**config.mk**
```make
export PLATFORM = sky130hd
export DESIGN_NAME = rad_addr_decoder
export DESIGN_NICKNAME = d
export VERILOG_FILES = /design/src/rtl/rad_pkg.sv /design/src/rtl/rad_addr_decoder.sv /design/src/rtl/rad_parity_chk.sv
export SDC_FILE = /design/constraint.sdc
export NUM_CORES = 1
export LEC_CHECK = 0
export BUFFER_PORTS_ARGS = -buffer_cell sky130_fd_sc_hd__buf_4
export CAP_MARGIN = 20
export CORE_UTILIZATION = 49
export CTS_CLUSTER_DIAMETER = 50
export DETAILED_ROUTE_END_ITERATION = 8
export GPL_ROUTABILITY_DRIVEN = 1
export PLACE_DENSITY = 0.7
export REMOVE_ABC_BUFFERS = 1
export SYNTH_ARGS = -nofsm -noshare
export SYNTH_HDL_FRONTEND = slang
export SYNTH_SLANG_ARGS = --single-unit
```
**constraint.sdc**
```tcl
create_clock -name clk -period 1.95 [get_ports clk]
set_input_delay 0.2925 -clock clk [delete_from_list [all_inputs] [get_ports clk]]
set_output_delay 0.2925 -clock clk [all_outputs]
set_load 0.02 [all_outputs]
```
**src/rtl/rad_pkg.sv**
```systemverilog
// package for the remote terminal address strap decoder
// assumes straps arrive as plain synchronous levels, pull-ups already on board
package rad_pkg;

  // ----------------------------------------
  // widths and constants
  // ----------------------------------------
  localparam int RAD_ADDR_W = 5;
  localparam logic [RAD_ADDR_W-1:0] RAD_ADDR_RST = 5'h00;
  // straps must read the same for this many nanoseconds, rounded up to whole clock cycles, before they are believed
  localparam int RAD_SETTLE_NS = 1000;
  localparam int RAD_CLK_NS = 10;
  localparam int RAD_SETTLE_CYC = (RAD_SETTLE_NS + RAD_CLK_NS - 1) / RAD_CLK_NS;
  localparam int RAD_CNT_W = $clog2(RAD_SETTLE_CYC + 1);
  // internal strap value for a panel-mounted payload, fixed, not location dependent
  localparam logic [RAD_ADDR_W-1:0] RAD_PANEL_ADDR = 5'h05;

  // ----------------------------------------
  // carriers
  // ----------------------------------------
  typedef struct packed {
    logic [RAD_ADDR_W-1:0] addr;
    logic parity;
  } rad_strap_t;

  typedef enum logic [1:0] {
    RAD_ST_SETTLE = 2'b00,
    RAD_ST_VALID = 2'b01,
    RAD_ST_BAD = 2'b11
  } rad_state_t;

endpackage : rad_pkg

```
**src/rtl/rad_addr_decoder.sv**
```systemverilog
// remote terminal address strap decoder top
// assumes straps are synchronous levels; this block compares cmd_addr against the adopted address
`timescale 1ns/1ps
module rad_addr_decoder
  import rad_pkg::*;
#(
  parameter int SETTLE_CYC = RAD_SETTLE_CYC
) (
  // clock and reset
  input wire logic clk,
  input wire logic rst,
  // strap pins, pulled up: an open line is one
  input wire logic [RAD_ADDR_W-1:0] strap_addr,
  input wire logic strap_parity,
  // select internal panel straps when not rack mounted
  input wire logic panel_mode,
  // address of an incoming command word
  input wire logic [RAD_ADDR_W-1:0] cmd_addr,
  input wire logic cmd_valid,
  // to the protocol logic
  output logic [RAD_ADDR_W-1:0] rt_addr,
  output logic addr_valid,
  output logic parity_err,
  output logic cmd_match
);

  // ----------------------------------------
  // state
  // ----------------------------------------
  typedef struct packed {
    rad_state_t st;
    rad_strap_t last;
    logic [RAD_CNT_W-1:0] cnt;
    logic [RAD_ADDR_W-1:0] addr;
    logic valid;
    logic perr;
    logic match;
  } rad_regs_t;

  rad_regs_t r_q;
  rad_regs_t r_d;
  rad_strap_t cur;
  logic odd_ok;

  // internal straps carry their own odd parity
  // line levels taken as read: ground is zero, open is one
  always_comb begin
    if (panel_mode) begin
      cur.addr = RAD_PANEL_ADDR;
      cur.parity = ~(^RAD_PANEL_ADDR);
    end else begin
      cur.addr = strap_addr;
      cur.parity = strap_parity;
    end
  end

  rad_parity_chk u_chk (
    .strap(cur),
    .odd_ok(odd_ok)
  );

  // ----------------------------------------
  // next state
  // ----------------------------------------
  always_comb begin
    r_d = r_q;
    r_d.last = cur;
    r_d.match = 1'b0;
    // a changing strap restarts the settle wait and withdraws the address
    if (cur != r_q.last) begin
      r_d.st = RAD_ST_SETTLE;
      r_d.cnt = '0;
      r_d.valid = 1'b0;
    end else begin
      unique case (r_q.st)
        RAD_ST_SETTLE: begin
          if (r_q.cnt >= RAD_CNT_W'(SETTLE_CYC - 1)) begin
            // adopt sampled address, bit zero lsb
            r_d.addr = cur.addr;
            r_d.valid = odd_ok;
            r_d.perr = ~odd_ok;
            r_d.st = odd_ok ? RAD_ST_VALID : RAD_ST_BAD;
          end else begin
            r_d.cnt = r_q.cnt + RAD_CNT_W'(1);
          end
        end
        RAD_ST_VALID: r_d.valid = 1'b1;
        RAD_ST_BAD: r_d.valid = 1'b0;
      endcase
    end
    // answer only own address; never when invalid
    if (cmd_valid && r_q.valid && (cmd_addr == r_q.addr) && (cur == r_q.last)) begin
      r_d.match = 1'b1;
    end
  end

  always_ff @(posedge clk) begin
    if (rst) begin
      r_q.st <= RAD_ST_SETTLE;
      r_q.last <= '0;
      r_q.cnt <= '0;
      r_q.addr <= RAD_ADDR_RST;
      r_q.valid <= 1'b0;
      r_q.perr <= 1'b0;
      r_q.match <= 1'b0;
    end else begin
      r_q <= r_d;
    end
  end

  assign rt_addr = r_q.addr;
  assign addr_valid = r_q.valid;
  assign parity_err = r_q.perr;
  assign cmd_match = r_q.match;

endmodule : rad_addr_decoder

```
**src/rtl/rad_parity_chk.sv**
```systemverilog
// odd-parity checker over address and parity straps
// assumes the caller registers the result
`timescale 1ns/1ps
module rad_parity_chk
  import rad_pkg::*;
(
  // strap word
  input wire rad_strap_t strap,
  // result
  output logic odd_ok
);
  assign odd_ok = ^{strap.addr, strap.parity};
endmodule : rad_parity_chk

```
; After elaboration in Yosys (flattened, before gate mapping)
; Cells that the tools add are included.
[classes]
reduce_logical = 9
n_eq_ne = 6
n_div = 0
muxes = 5
add_sub_neg = 1
shift = 0
bitwise = 3
magnitude_cmp = 1
n_mul = 0
[ops]
columns = operator, n
row1 = 7-bit by 1-bit adder with 7-bit output (second input constant), 1
row2 = 7-bit greater-or-equal comparator (second input constant), 1
row3 = 6-bit equality test, 1
row4 = 6-bit 2-to-1 mux, 1
row5 = 6-bit inequality test, 1
row6 = 6-bit parity, 1
row7 = 5-bit equality test, 1
row8 = 2-bit 2-to-1 mux, 2
row9 = 2-bit AND reduction, 2
row10 = 1-bit logical AND, 3
row11 = 1-bit NOT, 3
row12 = 1-bit one-hot mux with 3 select lines, 1
row13 = 3-bit AND reduction, 1
row14 = 2-bit by 1-bit equality test with 1-bit output (second input constant), 1
row15 = 2-bit equality test (second input constant), 1
row16 = 2-bit logical NOT, 1
row17 = 2-bit inequality test (second input constant), 1
row18 = 2-bit OR reduction, 1
row19 = 1-bit 2-to-1 mux, 1
[totals]
mem_bits_ro = 0
ram_bits = 0
ff_bits = 23
output_inout_bits = 8
latch_bits = 0
mem_count = 0
elab_cells = 33

; Longest topological paths before layout
[depth]
depth_word = 5
ltp_mapped = 7

; Hierarchy
; From an unflattened synthesis, not the netlist that was laid out.
[unflattened]
hier_cells = 128
area_unflattened_um2 = 1186.1
[by_module_without_submodules]
columns = module, area_per_inst_um2, seq_area_each_um2, n_inst, cells_per_inst
row1 = rad_addr_decoder, 1129.8, 460.4, 1, 124
row2 = rad_parity_chk, 56.3, 0.0, 1, 4

; Least setup slack after synthesis
; No wires, ideal clock.
[synth_path]
path_kind = register to register
startpoint = reg r_q[8] (netlist name)
endpoint = reg r_q (netlist bit parity_err)
setup_slack_ps = 135
required_ps = 1829
t_arrival_ps = 1694
setup_time_ps = 121
stages_incl_launch_ff = 7
period_less_slack_ps = 1815
n_path_buf = 0
cell_sequence = dfxtp_1 > ha_1 > a211o_1 > o311ai_4 > a2111oi_4 > nand2_4 > mux2_4
[synth_between]
elab_chain_len = 2
[synth_lines]
columns = item, line_no
row1 = from (decl), rad_addr_decoder.sv:40  ; rad_regs_t r_q;
row2 = from (signal assigned), rad_addr_decoder.sv:107  ; r_q <= r_d;
row3 = 7-bit greater-or-equal comparator, rad_addr_decoder.sv:77  ; if (r_q.cnt >= RAD_CNT_W'(SETTLE_CYC - 1)) begin
row4 = 3-bit AND reduction (no source line), n/a
; Every way passes these cells.
; A chain may end at the register's enable or synchronous reset.

; Worst setup path after layout
; Ends and elaborated chain as after synthesis.

==> flow_metrics.tcl <==
set metrics [dict create \
    hold_start "strap_parity" \
    antenna_found_initial 0 \
    fin_util 0.622 \
    drv_slew 0 \
    globalRouteMet2Util 0.300 \
    pre_cts_slack_ns 0.124 \
    slew_headroom 0.759 \
    die_x_um 52.4 \
    hpwl_um 1720 \
    cts_root_buf "clkbuf_4" \
    area_growth_pct 14.8 \
    ctsHoldBuffers 0 \
    power_density_nw_per_um2 567 \
    die_area_um2 2750 \
    drive_gt1_frac 0.278 \
    p_leak_uw 0.000578 \
    crit_required_ns 2.16 \
    max_freq_ghz 0.554 \
    hold_class "in2reg" \
    clock_latency_ns 0.31 \
    floorplan.initialDensity 0.542 \
    ff2ff_path_depth 6 \
    yosys_warnings 0 \
    grt_use_met1 0.279 \
    grt_max_degree 16 \
    clkSlewWorstSetupHoldPaths_ns 0.13 \
    setup_tns_ns 0 \
    row_count 17 \
    slowest_delay_ns 0.41 \
    holdPathStages 3 \
    whs_ns 0.229 \
    core_area_um2 2300 \
    seq_area_frac_synth 0.370 \
    status "finished clean" \
    cts_sinks 23 \
    r2r-end "parity_err" \
    viasPerCell 5.33 \
    htree_num_levels 1 \
    cts_setup_buffers 0 \
    io_pins 23 \
    grt_pass1_vias 853 \
    gp_congestion 0.750 \
    synth.cell_area_um2 1240 \
    cp-end-kind "flop" \
    clock_path_buffers 2 \
    grt_usage 0.201 \
    hold_violations 0 \
    antenna_cells 0 \
    grt_pass1_wl_um 3960 \
    met3_usage 0.0261 \
    final.setup_skew_ns 0.00397 \
    gr-max-usage-layer "met2" \
    ys_types 38 \
    postRouteAntennaNets 0 \
    critPathKind "reg2reg" \
    finalWirelength_um 2280 \
    ir_drop_mv 0.408 \
    timing.final.ws_setup_ns 0.145 \
    period_share 0.926 \
    drc 0 \
    crit_chain "ha_1 -> a211o_1 -> o311ai_4 -> a2111oi_4 -> nand2_4 -> mux2_4" \
    first_iter_violations 10 \
    cts_made_buffers 3 \
    rrSetupSlack_ns 0.14 \
    fin_area_um2 1430 \
    wl_per_cell_um 13.2 \
    first_pass_iters 4 \
    critPathMaxFanout 6 \
    post_cts_resized 0 \
    nets 161 \
    cts_tree "yes" \
    rsz0062_at_grt "false" \
    vias 917 \
    die_h_um 52.4 \
    start_kind "flop" \
    crit_arrival_ns 2.02 \
    io_buffers 22 \
    setup_viol 0 \
    crit_slowest_cell "dfxtp_1" \
    timing.final.crit_period_ns 1.81 \
    worst_slew_pin_slew_ns 0.360 \
    ys_ff_latch 23 \
    grt_overflow 0 \
    cap_viol_max_count 0 \
    rr_startpoint "r_q[8]" \
    hold_path_end "r_q[15]" \
    placed_area_um2 1400 \
    netlist_instances 125 \
    syn_area_per_cell_um2 9.96 \
]
[flip-flops by register name (all words and copies together), names as in the netlist]
| signal | cells |
|---|---|
| addr_valid | 1 |
| cmd_match | 1 |
| rt_addr | 5 |
| r_q | 15 |
| parity_err | 1 |
[final cells by class]
type | count | area [um^2]
tap | 28 | 35.0
clock inverter | 1 | 5.00
multi-input combinational | 94 | 733
timing repair buffer | 23 | 173
fill | 205 | 868
sequential | 23 | 460
clock buffer | 3 | 22.5
[kinds of logic (layout without fill, tap and decap cells)]
group | after synthesis | count (layout) | share of synthesized area
and+or+nand+nor | 53 | 53 | 0.230
DFF | 23 | 23 | 0.370
buffers and inverters | 8 | 27 | 0.0412
AOI/OAI and AO/OA | 17 | 17 | 0.146
adders and majority gates | 1 | 1 | 0.0100
muxes | 6 | 6 | 0.0724
xor gates and xnor gates | 17 | 17 | 0.131
[how the worst max path moves through the flow]
stage | depth (start not counted) | from | slack [ns] | endpoint
after CTS | 6 | r_q[8] | 0.13 | parity_err
after global placement | 6 | strap_addr[4] | 0.12 | rt_addr[4]
after floorplan | 6 | r_q[8] | 0.13 | parity_err
final | 6 | r_q[8] | 0.14 | parity_err
after global routing | 6 | r_q[8] | 0.05 | rt_addr[0]
after detailed placement | 6 | panel_mode | 0.12 | cmd_match
[layer usage]
metal | vias to the layer above | part of all wire
li1 | 469 | -
met1 | 422 | 0.48
met2 | 22 | 0.45
met3 | 4 | 0.047
met4 | 0 | 0.022
met5 | - | 0
[critical path: cells and delay by family (launching register included)]
| family | cells | cell delay [ns] |
|---|---|---|
| AOI/OAI and AO/OA | 3 | 0.63 |
| DFF | 1 | 0.41 |
| muxes | 1 | 0.32 |
| adders and majority gates | 1 | 0.20 |
| and+or+nand+nor | 1 | 0.15 |
[cell usage after synthesis]
master     instances  area, um^2
dfxtp_1           23         460
and2_2             1        7.51
a22oi_2            1        12.5
o21a_1             1        7.51
and2_1             2        12.5
a32oi_4            1        27.5
and4_1             2        17.5
nand2_1            3        11.3
nand4_1            1        6.26
nor4_1             1        6.26
a2111oi_4          1        27.5
a21boi_0           1        7.51
nor4b_2            1        15.0
o211ai_1           1        7.51
mux2_4             6        90.1
a31oi_1            1        6.26
nor2_1            22        82.6
o21bai_1           1        7.51
nand2b_1           1        6.26
buf_4              5        37.5
xnor3_1            1        22.5
ha_1               1        12.5
nor3_1             3        15.0
nor2b_1            8        50.1
buf_2              2        10.0
nand3_1            4        20.0
nand2_4            1        11.3
a211o_1            1        8.76
xnor2_1           13         114
o32a_1             1        10.0
nand4b_1           2        17.5
o311ai_4           1        26.3
o21ai_1            1        5.00
a21oi_1            4        20.0
nand3b_1           1        7.51
clkbuf_1           1        3.75
a21o_1             1        7.51
xor2_1             3        26.3
[cell usage in the layout, fill, tap and decap left out, types with 2 or more instances in the layout]
master / Yosys / final
dfxtp_1: 23 / 23
buf_4: 5 / 23
nor2_1: 22 / 22
xnor2_1: 13 / 13
nor2b_1: 8 / 8
mux2_4: 6 / 6
a21oi_1: 4 / 4
nand3_1: 4 / 4
nor3_1: 3 / 3
nand2_1: 3 / 3
xor2_1: 3 / 3
clkbuf_4: 0 / 3
nand4b_1: 2 / 2
and4_1: 2 / 2
and2_1: 2 / 2
[through the flow]
| step | instances | power, uW |
|---|---|---|
| global route | 172 | 854 |
| detailed placement | 168 | 600 |
| global placement | 168 | 597 |
| CTS | 172 | 821 |
| finish | 172 | 810 |
| floorplan | 117 | 553 |
[report_power, final]
group | total, uW | switching [uW] | internal (uW)
Sequential | 483 | 6.20 | 477
Clock | 221 | 144 | 76.6
Combinational | 106 | 48.7 | 57.4
Total | 810 | 199 | 611
(Power assumes the default switching activity.)
